### config.mk
export PLATFORM = sky130hd
export DESIGN_NAME = tcc_timer_counter_capture_core
export DESIGN_NICKNAME = d
export VERILOG_FILES = /design/src/logic/tcc_pkg.sv /design/src/logic/tcc_prescaler.sv /design/src/logic/tcc_timer_counter_capture_core.sv
export VERILOG_INCLUDE_DIRS = /design/src /design/src/logic
export SDC_FILE = /design/constraint.sdc
export NUM_CORES = 1
export LEC_CHECK = 0
export BUFFER_PORTS_ARGS = -buffer_cell sky130_fd_sc_hd__buf_4
export CAP_MARGIN = 15
export CORE_MARGIN = 2
export CORE_UTILIZATION = 51
export CTS_CLUSTER_DIAMETER = 100
export CTS_CLUSTER_SIZE = 40
export DETAILED_ROUTE_END_ITERATION = 16
export GPL_TIMING_DRIVEN = 0
export PLACE_DENSITY = 0.78
export SLEW_MARGIN = 20
export SYNTH_ARGS = -nofsm -noshare
export SYNTH_HDL_FRONTEND = slang
export SYNTH_HIERARCHICAL = 1
export SYNTH_SLANG_ARGS = --single-unit
export TNS_END_PERCENT = 30
### constraint.sdc
create_clock -name clock_i -period 2.86 [get_ports clock_i]
set_input_delay 0.143 -clock clock_i [delete_from_list [all_inputs] [get_ports clock_i]]
set_output_delay 0.143 -clock clock_i [all_outputs]
set_load 0.005 [all_outputs]
### src/logic/tcc_map.svh
// Constants for the timer/counter base counter and capture channels
// Behaviour
// Prescaler taps divide-by-1 up to divide-by-1024 are directly selectable count sources.
// Count source selection picks one prescaler tap or one event channel.
// Software selects an event channel as count source for event-action counting.
// After reset no count source is selected and the counter stays stopped.
// Compare use: buffer write sets valid flag; update copy clears it.
// Capture use: the capture event sets the channel buffer valid flag.
// Capture buffer and channel register form a two-deep queue raising the channel flag.
// Channel registers and channel buffers are directly writable and readable.
// Counting up, after top the next count clock makes the counter zero.
// Counting down, at zero the counter reloads the current period.
// Software count write is immediate and beats count, clear and reload.
// Direction may change while running; new direction applies to later counts.
// Event up/down: event n enables counting, event n+1 selects direction; quadrature too.
// Low timer overflow event can clock a second, high timer.
// Unbuffered period write is immediate; counter below-top passes and wraps at maximum.
// Period buffer writable anytime; working period loads only on update.
// Software keeps normal operation whenever a channel captures.
// Event source selection maps to channel A, following channels to following events.
// On capture, each enabled channel stores the current count value.
// Period below 0x8000: captured msb holds edge polarity, one for rising; the code takes it from the channel A event level for every channel.
// Frequency capture: rising edge captures the count and restarts the counter.
// Pulse-width capture: rising edge restarts, falling edge captures; pin senses both edges.
// Update condition is raised at zero or at top, chosen by waveform mode.
// Count, period, period buffer, channel and channel buffer are sixteen bits.
// Software enables one channel only during frequency capture.
`ifndef TCC_MAP_SVH
`define TCC_MAP_SVH

`define TCC_WIDTH 16
`define TCC_CHANNELS 4
`define TCC_EVENTS 8

`define TCC_SRC_OFF 4'h0
`define TCC_SRC_DIV1 4'h1
`define TCC_SRC_DIV1024 4'h7
`define TCC_SRC_EVENT0 4'h8

`define TCC_EVENT_ACTION_SELECT_OFF 3'h0
`define TCC_EVENT_ACTION_SELECT_CAPTURE 3'h1
`define TCC_EVENT_ACTION_SELECT_UPDOWN 3'h2
`define TCC_EVENT_ACTION_SELECT_QDEC 3'h3
`define TCC_EVENT_ACTION_SELECT_RESTART 3'h4
`define TCC_EVENT_ACTION_SELECT_FREQ 3'h5
`define TCC_EVENT_ACTION_SELECT_PULSE 3'h6

`define TCC_WG_NORMAL 3'h0
`define TCC_WG_FREQ 3'h1
`define TCC_WG_SINGLE 3'h3
`define TCC_WG_DUAL_TOP 3'h5
`define TCC_WG_DUAL_BOTH 3'h6
`define TCC_WG_DUAL_BOTTOM 3'h7

`define TCC_COUNT_RESET 16'h0000
`define TCC_PERIOD_RESET 16'hffff
`define TCC_MAX 16'hffff
`define TCC_POLARITY_LIMIT 16'h8000

`define TCC_PRESC_WIDTH 10

`endif

### src/logic/tcc_pkg.sv
// Types shared by the timer/counter files
`default_nettype none
`include "tcc_map.svh"
package tcc_pkg;
    typedef logic [`TCC_WIDTH-1:0] tcc_word_t;
    typedef enum logic [2:0] {
        TCC_ACT_OFF = `TCC_EVENT_ACTION_SELECT_OFF,
        TCC_ACT_CAPTURE = `TCC_EVENT_ACTION_SELECT_CAPTURE,
        TCC_ACT_UPDOWN = `TCC_EVENT_ACTION_SELECT_UPDOWN,
        TCC_ACT_QDEC = `TCC_EVENT_ACTION_SELECT_QDEC,
        TCC_ACT_RESTART = `TCC_EVENT_ACTION_SELECT_RESTART,
        TCC_ACT_FREQ = `TCC_EVENT_ACTION_SELECT_FREQ,
        TCC_ACT_PULSE = `TCC_EVENT_ACTION_SELECT_PULSE
    } tcc_event_action_select_t;
endpackage
`default_nettype wire

### src/logic/tcc_prescaler.sv
// Shared peripheral clock prescaler with seven tap strobes
`timescale 1ns/10ps
`default_nettype none
`include "tcc_map.svh"
module tcc_prescaler (
    input wire logic clock_i,
    input wire logic resetn_i,
    output logic [6:0] tap_o
);
    logic [`TCC_PRESC_WIDTH-1:0] div_q;

    // A tap fires when its low bits are all ones
    function automatic logic tap_fire(input logic [`TCC_PRESC_WIDTH-1:0] cnt, input int bits);
        logic hit;
        hit = 1'b1;
        for (int i = 0; i < `TCC_PRESC_WIDTH; i++) begin
            if (i < bits && !cnt[i]) begin
                hit = 1'b0;
            end
        end
        return hit;
    endfunction

    always_ff @(posedge clock_i or negedge resetn_i) begin
        if (!resetn_i) begin
            div_q <= 10'h000;
        end else begin
            div_q <= div_q + 10'h001;
        end
    end

    // Divide by 1, 2, 4, 8, 64, 256, 1024
    always_comb begin
        tap_o[0] = 1'b1;
        tap_o[1] = tap_fire(div_q, 1);
        tap_o[2] = tap_fire(div_q, 2);
        tap_o[3] = tap_fire(div_q, 3);
        tap_o[4] = tap_fire(div_q, 6);
        tap_o[5] = tap_fire(div_q, 8);
        tap_o[6] = tap_fire(div_q, 10);
    end
endmodule // tcc_prescaler
`default_nettype wire

### src/logic/tcc_timer_counter_capture_core.sv
// Base counter with double-buffered period and four capture/compare channels
`timescale 1ns/10ps
`default_nettype none
`include "tcc_map.svh"
module tcc_timer_counter_capture_core (
    input wire logic clock_i,
    input wire logic resetn_i,
    input wire logic [3:0] count_source_select_i,
    input wire logic [2:0] event_action_select_i,
    input wire logic [2:0] event_source_select_i,
    input wire logic [2:0] waveform_mode_i,
    input wire logic count_down_i,
    input wire logic [3:0] capture_enable_i,
    input wire logic [7:0] event_i,
    input wire logic [7:0] event_level_i,
    input wire logic [15:0] wdata_i,
    input wire logic count_value_wr_i,
    input wire logic period_wr_i,
    input wire logic period_buffer_wr_i,
    input wire logic [3:0] channel_wr_i,
    input wire logic [3:0] channel_buffer_wr_i,
    input wire logic [3:0] channel_rd_i,
    output logic [15:0] count_value_o,
    output logic [15:0] period_o,
    output logic [15:0] period_buffer_o,
    output logic period_valid_o,
    output logic [3:0][15:0] channel_register_o,
    output logic [3:0][15:0] channel_buffer_o,
    output logic [3:0] buffer_valid_flag_o,
    output logic [3:0] channel_flag_o,
    output logic [3:0] capture_error_o,
    output logic overflow_event_o,
    output logic underflow_event_o,
    output logic update_o,
    output logic direction_down_o
);
    tcc_pkg::tcc_word_t count_q;
    tcc_pkg::tcc_word_t count_d;
    tcc_pkg::tcc_word_t period_q;
    tcc_pkg::tcc_word_t period_buffer_q;
    logic period_valid_q;
    tcc_pkg::tcc_word_t [3:0] channel_q;
    tcc_pkg::tcc_word_t [3:0] channel_buffer_q;
    logic [3:0] buffer_valid_q;
    logic [3:0] channel_flag_q;
    logic [3:0] capture_error_q;
    logic overflow_q;
    logic underflow_q;
    logic update_q;
    logic [6:0] tap;
    logic source_tick;
    logic count_tick;
    logic dir_down;
    logic at_top;
    logic at_bottom;
    logic wrap_up;
    logic wrap_down;
    logic update_now;
    logic restart;
    logic capture_mode;
    logic [3:0] capture_hit;
    logic [3:0] capture_accept;
    logic [3:0] queue_move;
    tcc_pkg::tcc_word_t top_value;
    tcc_pkg::tcc_word_t stamp;
    tcc_pkg::tcc_event_action_select_t action;

    tcc_prescaler u_prescaler (
        .clock_i(clock_i),
        .resetn_i(resetn_i),
        .tap_o(tap)
    );

    // Event channel index wraps round the eight channels
    function automatic logic event_at(input logic [7:0] ev, input logic [2:0] base, input logic [2:0] offs);
        logic [2:0] idx;
        idx = base + offs;
        return ev[idx];
    endfunction

    function automatic logic is_capture_action(input tcc_pkg::tcc_event_action_select_t act);
        return act == tcc_pkg::TCC_ACT_CAPTURE || act == tcc_pkg::TCC_ACT_FREQ || act == tcc_pkg::TCC_ACT_PULSE;
    endfunction

    function automatic logic update_at_bottom(input logic [2:0] mode);
        return mode == `TCC_WG_DUAL_TOP || mode == `TCC_WG_DUAL_BOTH || mode == `TCC_WG_DUAL_BOTTOM;
    endfunction

    assign action = tcc_pkg::tcc_event_action_select_t'(event_action_select_i);
    assign capture_mode = is_capture_action(action);

    // Source zero means stopped, so reset leaves the counter idle
    always_comb begin
        source_tick = 1'b0;
        if (count_source_select_i >= `TCC_SRC_EVENT0) begin
            source_tick = event_i[count_source_select_i[2:0]];
        end else if (count_source_select_i >= `TCC_SRC_DIV1) begin
            source_tick = tap[count_source_select_i[2:0] - 3'h1];
        end
    end

    // Event n gates counting, event n+1 level gives direction
    always_comb begin
        count_tick = source_tick;
        dir_down = count_down_i;
        if (action == tcc_pkg::TCC_ACT_UPDOWN || action == tcc_pkg::TCC_ACT_QDEC) begin
            count_tick = source_tick & event_at(event_level_i, event_source_select_i, 3'h0);
            dir_down = ~event_at(event_level_i, event_source_select_i, 3'h1);
        end
    end

    // Frequency waveform mode takes its top from channel A
    assign top_value = (waveform_mode_i == `TCC_WG_FREQ) ? channel_q[0] : period_q;
    // Equality compare only: a top written below the count is passed and wraps at max
    assign at_top = (count_q == top_value) || (count_q == `TCC_MAX);
    assign at_bottom = (count_q == `TCC_COUNT_RESET);
    assign wrap_up = count_tick && !dir_down && at_top;
    assign wrap_down = count_tick && dir_down && at_bottom;
    assign update_now = update_at_bottom(waveform_mode_i) ? wrap_down : (wrap_up | wrap_down);

    // Restart on rising edge in frequency or pulse-width capture, or on plain restart action
    always_comb begin
        restart = 1'b0;
        for (int i = 0; i < `TCC_CHANNELS; i++) begin
            if (capture_enable_i[i] && event_at(event_i, event_source_select_i, 3'(i))
                && event_at(event_level_i, event_source_select_i, 3'(i))
                && (action == tcc_pkg::TCC_ACT_FREQ || action == tcc_pkg::TCC_ACT_PULSE)) begin
                restart = 1'b1;
            end
        end
        if (action == tcc_pkg::TCC_ACT_RESTART && event_at(event_i, event_source_select_i, 3'h0)) begin
            restart = 1'b1;
        end
    end

    // Which channels capture this cycle
    always_comb begin
        for (int i = 0; i < `TCC_CHANNELS; i++) begin
            capture_hit[i] = 1'b0;
            if (capture_mode && capture_enable_i[i] && event_at(event_i, event_source_select_i, 3'(i))) begin
                case (action)
                    tcc_pkg::TCC_ACT_CAPTURE: capture_hit[i] = 1'b1;
                    tcc_pkg::TCC_ACT_FREQ: capture_hit[i] = event_at(event_level_i, event_source_select_i, 3'(i));
                    tcc_pkg::TCC_ACT_PULSE: capture_hit[i] = ~event_at(event_level_i, event_source_select_i, 3'(i));
                    default: capture_hit[i] = 1'b0;
                endcase
            end
        end
    end

    // Both queue slots full means nowhere to put the new stamp
    always_comb begin
        for (int i = 0; i < `TCC_CHANNELS; i++) begin
            capture_accept[i] = capture_hit[i] && !(buffer_valid_q[i] && channel_flag_q[i]);
            queue_move[i] = capture_mode && buffer_valid_q[i] && (!channel_flag_q[i] || channel_rd_i[i]);
        end
    end

    // The channel A event level rides in every stamp's msb only while the period leaves it unused
    always_comb begin
        stamp = count_q;
        if (period_q < `TCC_POLARITY_LIMIT) begin
            stamp[`TCC_WIDTH-1] = event_at(event_level_i, event_source_select_i, 3'h0);
        end
    end

    // Software write first, then restart, then clear, reload or count
    always_comb begin
        count_d = count_q;
        if (count_value_wr_i) begin
            count_d = wdata_i;
        end else if (restart) begin
            count_d = `TCC_COUNT_RESET;
        end else if (wrap_up) begin
            count_d = `TCC_COUNT_RESET;
        end else if (wrap_down) begin
            count_d = period_q;
        end else if (count_tick) begin
            count_d = dir_down ? count_q - 16'h0001 : count_q + 16'h0001;
        end
    end

    always_ff @(posedge clock_i or negedge resetn_i) begin
        if (!resetn_i) begin
            count_q <= `TCC_COUNT_RESET;
        end else begin
            count_q <= count_d;
        end
    end

    // Working period: direct write is immediate, buffer copies on update
    always_ff @(posedge clock_i or negedge resetn_i) begin
        if (!resetn_i) begin
            period_q <= `TCC_PERIOD_RESET;
        end else if (period_wr_i) begin
            period_q <= wdata_i;
        end else if (update_now && period_valid_q) begin
            period_q <= period_buffer_q;
        end
    end

    // A buffer write in the update cycle keeps the flag set
    always_ff @(posedge clock_i or negedge resetn_i) begin
        if (!resetn_i) begin
            period_buffer_q <= `TCC_PERIOD_RESET;
            period_valid_q <= 1'b0;
        end else if (period_buffer_wr_i) begin
            period_buffer_q <= wdata_i;
            period_valid_q <= 1'b1;
        end else if (update_now) begin
            period_valid_q <= 1'b0;
        end
    end

    // Channel buffers and their valid flags
    always_ff @(posedge clock_i or negedge resetn_i) begin
        if (!resetn_i) begin
            channel_buffer_q <= '0;
            buffer_valid_q <= 4'h0;
        end else begin
            for (int i = 0; i < `TCC_CHANNELS; i++) begin
                if (channel_buffer_wr_i[i]) begin
                    channel_buffer_q[i] <= wdata_i;
                    if (!capture_mode) begin
                        buffer_valid_q[i] <= 1'b1;
                    end
                end else if (capture_accept[i] && (!buffer_valid_q[i] || queue_move[i])) begin
                    channel_buffer_q[i] <= stamp;
                    buffer_valid_q[i] <= 1'b1;
                end else if (capture_mode ? queue_move[i] : update_now) begin
                    buffer_valid_q[i] <= 1'b0;
                end
            end
        end
    end

    // Channel registers: direct write, compare update, or queue advance
    always_ff @(posedge clock_i or negedge resetn_i) begin
        if (!resetn_i) begin
            channel_q <= '0;
        end else begin
            for (int i = 0; i < `TCC_CHANNELS; i++) begin
                if (channel_wr_i[i]) begin
                    channel_q[i] <= wdata_i;
                end else if (capture_mode ? queue_move[i] : (update_now && buffer_valid_q[i])) begin
                    channel_q[i] <= channel_buffer_q[i];
                end
            end
        end
    end

    // Channel flag: set by queue advance wins over clear by read
    always_ff @(posedge clock_i or negedge resetn_i) begin
        if (!resetn_i) begin
            channel_flag_q <= 4'h0;
        end else begin
            for (int i = 0; i < `TCC_CHANNELS; i++) begin
                if (queue_move[i]) begin
                    channel_flag_q[i] <= 1'b1;
                end else if (channel_rd_i[i] || channel_wr_i[i]) begin
                    channel_flag_q[i] <= 1'b0;
                end
            end
        end
    end

    // Rejected stamps leave a sticky error until the register is read
    always_ff @(posedge clock_i or negedge resetn_i) begin
        if (!resetn_i) begin
            capture_error_q <= 4'h0;
        end else begin
            for (int i = 0; i < `TCC_CHANNELS; i++) begin
                if (capture_hit[i] && !capture_accept[i]) begin
                    capture_error_q[i] <= 1'b1;
                end else if (channel_rd_i[i]) begin
                    capture_error_q[i] <= 1'b0;
                end
            end
        end
    end

    // Overflow pulse is the event a cascaded high timer counts
    always_ff @(posedge clock_i or negedge resetn_i) begin
        if (!resetn_i) begin
            overflow_q <= 1'b0;
            underflow_q <= 1'b0;
            update_q <= 1'b0;
        end else begin
            overflow_q <= wrap_up && !count_value_wr_i && !restart;
            underflow_q <= wrap_down && !count_value_wr_i && !restart;
            update_q <= update_now;
        end
    end

    assign count_value_o = count_q;
    assign period_o = period_q;
    assign period_buffer_o = period_buffer_q;
    assign period_valid_o = period_valid_q;
    assign channel_register_o = channel_q;
    assign channel_buffer_o = channel_buffer_q;
    assign buffer_valid_flag_o = buffer_valid_q;
    assign channel_flag_o = channel_flag_q;
    assign capture_error_o = capture_error_q;
    assign overflow_event_o = overflow_q;
    assign underflow_event_o = underflow_q;
    assign update_o = update_q;
    assign direction_down_o = dir_down;
endmodule // tcc_timer_counter_capture_core
`default_nettype wire

Word level (Yosys, flattened, before mapping)
Cells that the tools add are included.
{ "op_classes": {"addsub": 7, "n_lt_le_gt_ge": 9, "n_eq_ne": 16, "mux": 113, "bitwise_logic": 6, "n_reduce_logical": 124} }
{ "ops": {"columns": ["op", "n"], "rows": [
  ["16-bit two-way mux", 25],
  ["1-bit two-way mux", 74],
  ["1-bit logical AND", 58],
  ["2-bit nonzero test", 18],
  ["1-bit binary-select mux with 3-bit select", 10],
  ["3-bit by 4-bit less-than comparator with 1-bit output (second input constant)", 6],
  ["1-bit zero test", 19],
  ["1-bit logical OR", 19],
  ["3-bit == test (second input constant)", 6],
  ["16-bit by 1-bit adder with 16-bit output (second input constant)", 1],
  ["16-bit == test", 1],
  ["16-bit == test (second input constant)", 1],
  ["16-bit zero test", 1],
  ["16-bit less-than comparator (second input constant)", 1],
  ["16-bit by 1-bit subtractor with 16-bit output (second input constant)", 1],
  ["1-bit case mux with 3 select lines", 4],
  ["3-bit nonzero test", 4],
  ["10-bit by 1-bit adder with 10-bit output (second input constant)", 1],
  ["2-bit != test (second input constant)", 4],
  ["2-bit AND reduction", 4],
  ["3-bit by 2-bit adder with 3-bit output (second input constant)", 2],
  ["3-bit by 1-bit == test with 1-bit output (second input constant)", 2],
  ["3-bit by 2-bit == test with 1-bit output (second input constant)", 2],
  ["5-bit nonzero test", 1],
  ["7 further kinds", 10]
]} }
{ "totals": {"reg_bits": 202, "inputBits": 67} }

Logic depth before layout (Yosys ltp)
{ "depth": {"word_depth": 24, "mapped_depth": 17} }

Hierarchy
The synthesis kept the hierarchy.
{ "modules_own_cells": {"columns": ["module", "n_inst", "cells_each", "area_each_um2"], "rows": [
  ["tcc_timer_counter_capture_core", 1, 1315, 12150.4],
  ["tcc_prescaler", 1, 35, 439.2]
]} }

Least setup slack after synthesis
OpenSTA, ideal clock, no wires.
{ "synth_timing": {"kind": "input to register", "start": "input event_source_select_i[1]", "end": "register count_q[13], in the netlist count_value_o[13]", "arrival_ns": 3.716, "slack_ns": -0.994, "cell_stages": 16, "path_buffers": 2, "path_cell_list": "buf_2 -> inv_1 -> ha_1 -> clkbuf_1 -> mux4_2 -> or3_1 -> nand3_4 -> ha_1 -> a211oi_1 -> nor4_1 -> nor2_1 -> a211oi_1 -> o21a_1 -> or4_1 -> o211ai_1 -> o221ai_1"} }
{ "synth_between": {"word_cells_on_any_way": 53} }
{ "synth_rtl": {"columns": ["item", "line", "source"], "rows": [
  ["from (decl)", "tcc_timer_counter_capture_core.sv:10", "input wire logic [2:0] event_source_select_i,"],
  ["3-bit by 1-bit adder with 3-bit output *", "tcc_timer_counter_capture_core.sv:77", "idx = base + offs;"],
  ["1-bit binary-select mux with 3-bit select *", "tcc_timer_counter_capture_core.sv:78", "return ev[idx];"],
  ["1-bit two-way mux (not written as such) *", "tcc_timer_counter_capture_core.sv:78", null],
  ["1-bit inverter *", "tcc_timer_counter_capture_core.sv:108", "dir_down = ~event_at(event_level_i, event_source_select_i, 3'h1);"],
  ["1-bit two-way mux *", "tcc_timer_counter_capture_core.sv:106", "if (action == tcc_pkg::TCC_ACT_UPDOWN || action == tcc_pkg::TCC_ACT_QDEC) begin"],
  ["named net direction_down_o", "tcc_timer_counter_capture_core.sv:35", "output logic direction_down_o"],
  ["16-bit two-way mux (tied with other cells)", "tcc_timer_counter_capture_core.sv:179", "count_d = dir_down ? count_q - 16'h0001 : count_q + 16'h0001;"],
  ["16-bit two-way mux (tied with other cells)", "tcc_timer_counter_capture_core.sv:178", "end else if (count_tick) begin"],
  ["16-bit two-way mux or 1-bit logical AND (tied branches)", "tcc_timer_counter_capture_core.sv:176, tcc_timer_counter_capture_core.sv:117", null],
  ["16-bit two-way mux", "tcc_timer_counter_capture_core.sv:174", "end else if (wrap_up) begin"],
  ["16-bit two-way mux", "tcc_timer_counter_capture_core.sv:172", "end else if (restart) begin"],
  ["16-bit two-way mux", "tcc_timer_counter_capture_core.sv:170", "if (count_value_wr_i) begin"],
  ["to (signal assigned)", "tcc_timer_counter_capture_core.sv:185", "count_q <= `TCC_COUNT_RESET;"],
  ["to (signal assigned)", "tcc_timer_counter_capture_core.sv:187", "count_q <= count_d;"],
  ["to (decl)", "tcc_timer_counter_capture_core.sv:37", "tcc_pkg::tcc_word_t count_q;"]
]} }
Mark *: on every way through the listed nets, which the timed path passes. The rest lies on a longest branch. The select of a mux whose other input is x is not followed.
A chain may end at the register's enable or synchronous reset.

Final worst setup path
{ "layout_timing": {"start": "register u_prescaler.div_q[0]", "end": "register count_q[10], in the netlist count_value_o[10]"} }
{ "layout_between": {"elab_chain_len": 22, "word_cells_on_any_way": 25} }
{ "layout_rtl": {"columns": ["item", "line", "source"], "rows": [
  ["from (decl)", "tcc_prescaler.sv:10", "logic [`TCC_PRESC_WIDTH-1:0] div_q;"],
  ["from (signal assigned)", "tcc_prescaler.sv:28", "div_q <= div_q + 10'h001;"],
  ["1-bit two-way mux * (2 in a row)", "tcc_prescaler.sv:17", "if (i < bits && !cnt[i]) begin"],
  ["named net tap[2]", "tcc_timer_counter_capture_core.sv:50", "logic [6:0] tap;"],
  ["1-bit two-way mux *", "tcc_prescaler.sv:17", null],
  ["named net tap[3]", "tcc_timer_counter_capture_core.sv:50", null],
  ["1-bit two-way mux * (5 in a row)", "tcc_prescaler.sv:17", null],
  ["named net tap[5]", "tcc_timer_counter_capture_core.sv:50", null],
  ["1-bit two-way mux * (2 in a row)", "tcc_prescaler.sv:17", null],
  ["named net tap[6]", "tcc_timer_counter_capture_core.sv:50", null],
  ["(+3 left out)", null, null],
  ["1-bit two-way mux *", "tcc_timer_counter_capture_core.sv:95", "if (count_source_select_i >= `TCC_SRC_EVENT0) begin"],
  ["1-bit AND", "tcc_timer_counter_capture_core.sv:107", "count_tick = source_tick & event_at(event_level_i, event_source_select_i, 3'h0);"],
  ["1-bit two-way mux *", "tcc_timer_counter_capture_core.sv:106", null],
  ["1-bit logical AND (2 in a row)", "tcc_timer_counter_capture_core.sv:118", "assign wrap_down = count_tick && dir_down && at_bottom;"],
  ["16-bit two-way mux", "tcc_timer_counter_capture_core.sv:176", "end else if (wrap_down) begin"],
  ["16-bit two-way mux", "tcc_timer_counter_capture_core.sv:174", null],
  ["16-bit two-way mux", "tcc_timer_counter_capture_core.sv:172", null],
  ["16-bit two-way mux", "tcc_timer_counter_capture_core.sv:170", null]
]} }
Marks and branches as above.

==> results.py <==
metrics = {
    "routing": {
        "num_vias": 12833,
        "drt-total-wl_mm": 46.99,
        "drc_errors": 0,
        "routed_via_density": 6.362,
        "drtPass1Iterations": 5,
        "antenna_left": 0,
        "drt_iter0_drc": 1264,
        "wl_per_cell_um": 23.30,
    },
    "global_routing": {
        "overflow": 0,
        "grtUsageTotal_pct": 34.51,
        "antenna_found_initial": 1,
        "grt_max_degree": 77,
        "grt_pass1_wl_mm": 69.88,
        "first_global_vias": 11955,
    },
    "synthesis": {
        "yosys_warnings": 6,
        "syn_avg_cell_area_um2": 9.326,
        "synth_seq_cells": 202,
        "synth_cells": 1350,
        "synth.largest_area_cell": "dfrtp_1",
        "synth_edf_count": 0,
        "synth.top_cell.area_share_pct": 33.79,
        "synth_nets": 1441,
        "ys_async_sr_fraction_pct": 100.0,
        "netlist_area_mm2": 0.01259,
        "synth_area_leaders": "dfrtp_1, dfstp_2, mux2i_1",
        "synthDistinctLibCells": 80,
        "ys_seq_area_share_pct": 40.47,
        "synthFlopType": "dfrtp_1",
    },
    "power": {
        "p_per_area_mw_per_mm2": 633.8,
        "power_frac_comb_pct": 46.9,
        "switchingPower_w": 0.004234,
        "worst_ir_drop_vdd_uv": 672.0,
        "p_int_w": 0.006492,
        "power.total_w": 0.01073,
        "swShare_pct": 39.48,
        "power_frac_seq_pct": 36.6,
        "leakagePower_nw": 7.436,
        "clkPwrFrac_pct": 16.5,
    },
    "floorplan": {
        "fp.dieH_um": 161.1,
        "start_util_pct": 51.92,
        "io-pin-count": 260,
        "die_area_mm2": 0.02596,
        "core-area_mm2": 0.02425,
        "die_x_um": 161.1,
        "fp-row-count": 57,
    },
    "worst_setup_path": {
        "crit_type": "register to register",
        "required_ns": 3.23,
        "cpMaxStageDelayCell": "mux4_2",
        "crit_path_max_fanout": 5,
        "cp_cell_sequence": "ha_4 > ha_4 > and3_4 > and3_4 > mux2i_2 > mux4_2 > a222oi_1 > buf_4 > and2_4 > buf_12 > inv_6 > o31ai_4 > buf_6 > buf_6 > a2bb2oi_2 > a21oi_2",
        "max_stage_delay_ns": 0.46,
        "critPathBufInv": 5,
        "critPathTopFamily": "compound AO/OA/AOI/OAI gates",
        "arrival_ns": 3.61,
        "end_kind": "register",
        "regToRegSetupSlack_ns": -0.38,
        "start_kind": "register",
    },
    "timing": {
        "tns_ns": -26.07,
        "finalHoldViolCount": 0,
        "whs_ns": 0.01494,
        "rsz0062_at_grt": "true",
        "maxSlewViolCount": 0,
        "fin_crit_sh_pct": 113.5,
        "finClkSkew_ns": 0.04320,
        "max_freq_ghz": 0.3082,
        "setup_violations": 102,
        "fin_ws_ns": -0.3850,
        "slew_headroom_pct": 19.46,
        "period_needed_ns": 3.245,
        "worst_slew_pin_slew_ns": 1.208,
    },
    "placement": {
        "dp.cells": 1932,
        "portBuffers": 256,
        "hpwl_mm": 32.04,
        "dpl_cell_area_mm2": 0.01522,
        "gp_congestion": 0.9262,
    },
    "layout": {
        "final_area_mm2": 0.01692,
        "fillers": 1898,
        "stdcell_count": 2017,
        "final_common_cell": "buf_4",
        "area_growth_pct": 34.42,
        "nets": 1779,
        "layout-drive-gt1-share_pct": 37.23,
        "most-common-layout-cells": "buf_4, dfrtp_1, nor2_1",
    },
    "flow_run": {
        "drv_cap": 0,
    },
    "run_status": {
        "status": "finished, violations left",
        "violations": "negative setup slack",
    },
    "clocking": {
        "clk_root_buffer_cell": "clkbuf_16",
        "clk_latency_ns": 0.50,
        "tritoncts.num_buffers": 10,
        "clkTransAtPathRegs_ns": 0.14,
        "clock_sinks": 202,
        "cts-htree-levels": 1,
        "cts_tree": "done",
        "clk_path_buf_depth": 3,
    },
    "worst_hold_path": {
        "hold_class": "primary input to register",
    },
}
## power by group through the flow
stage	Combinational [W]	Sequential [W]	Clock (W)
floorplan	0.00250	0.00380	0
global placement	0.00414	0.00392	0
detailed placement	0.00423	0.00392	0
CTS	0.00457	0.00389	0.00177
global route	0.00535	0.00397	0.00186
finish	0.00503	0.00393	0.00177
## metrics by stage
stage,utilization [%],setup WS (ns)
3_5_place_dp,62.76,-1.160
3_3_place_gp,62.50,-1.105
2_1_floorplan,-,-0.5828
6_report,69.79,-0.3850
5_1_grt,69.79,-0.4935
4_1_cts,67.32,-0.3454
## layout make-up
type	count	area (um^2)	share of cell area, %
Buffer	120	743.2	4.392
Multi-Input combinational cell	984	7472	44.16
Clock buffer	11	275.3	1.627
Clock inverter	5	60.06	0.3549
Antenna cell	1	2.502	0.01479
Timing Repair Buffer	327	2693	15.91
Tap cell	324	405.4	2.396
Sequential cell	202	5095	30.11
Inverter	43	176.4	1.043
## layer usage
layer	part of all wire, %	global-route usage (%)	vias up
li1	-	-	5562
met2	46	54.80	856
met3	10	5.752	206
met5	0	0	-
met1	37	45.48	6209
met4	6.1	18.67	0
## registers in the layout, indices dropped and copies added, names as in the netlist
name	flops
channel_buffer_o	64
channel_register_o	64
count_value_o	16
period_buffer_o	16
period_o	16
u_prescaler/div_q	10
buffer_valid_flag_o	4
capture_error_o	4
channel_flag_o	4
overflow_event_o	1
period_valid_o	1
underflow_event_o	1
update_o	1
## repair_timing
item,in CTS,in global routing
pin swaps,58,48
resized for setup,125,66
hold buffers,13,1
hold endpoints to repair,80,1
cloned,10,2
setup endpoints to repair,104,104
buffers inserted,15,30
## worst register-to-register path, stage by stage, from the launching register on
cell and delay [ns]:
dfrtp_1 0.43, ha_4 0.17, ha_4 0.12, and3_4 0.18, and3_4 0.17, mux2i_2 0.07
mux4_2 0.46, a222oi_1 0.29, buf_4 0.20, and2_4 0.19, buf_12 0.12, inv_6 0.04
o31ai_4 0.17, buf_6 0.16, buf_6 0.14, a2bb2oi_2 0.16, a21oi_2 0.08
## final timing paths
kind,start,endpoint,cells past startpoint
max,u_prescaler/div_q[0],count_value_o[10],16
min,wdata_i[6],period_o[6],4
max reg2reg,u_prescaler/div_q[0],count_value_o[10],16
min reg2reg,u_prescaler/div_q[9],u_prescaler/div_q[9],1
max in group asynchronous,resetn_i,u_prescaler/div_q[2],4
min in group asynchronous,resetn_i,channel_register_o[24],2
## synth_stat cells, drive strengths merged (24+ instances only)
master  count
a21oi      54
a31oi      58
buf        47
clkbuf     76
dfrtp     170
dfstp      32
inv        42
mux2i      75
nand2     113
nand3      67
nor2      130
nor3       24
o21ai     133
## logic make-up (layout without fill, tap and decap cells)
family / Yosys count / after routing / share of synthesized area, %
AOI/OAI and AO/OA: 364 / 364 / 19.69
buffers and inverters: 166 / 506 / 6.142
xor gates and xnor gates: 36 / 36 / 2.504
muxes: 115 / 115 / 11.51
and+or+nand+nor: 442 / 444 / 17.21
adders and majority gates: 24 / 24 / 2.445
other: 1 / 2 / 0.02979
DFF: 202 / 202 / 40.47
Power figures use the tool's default switching activity.
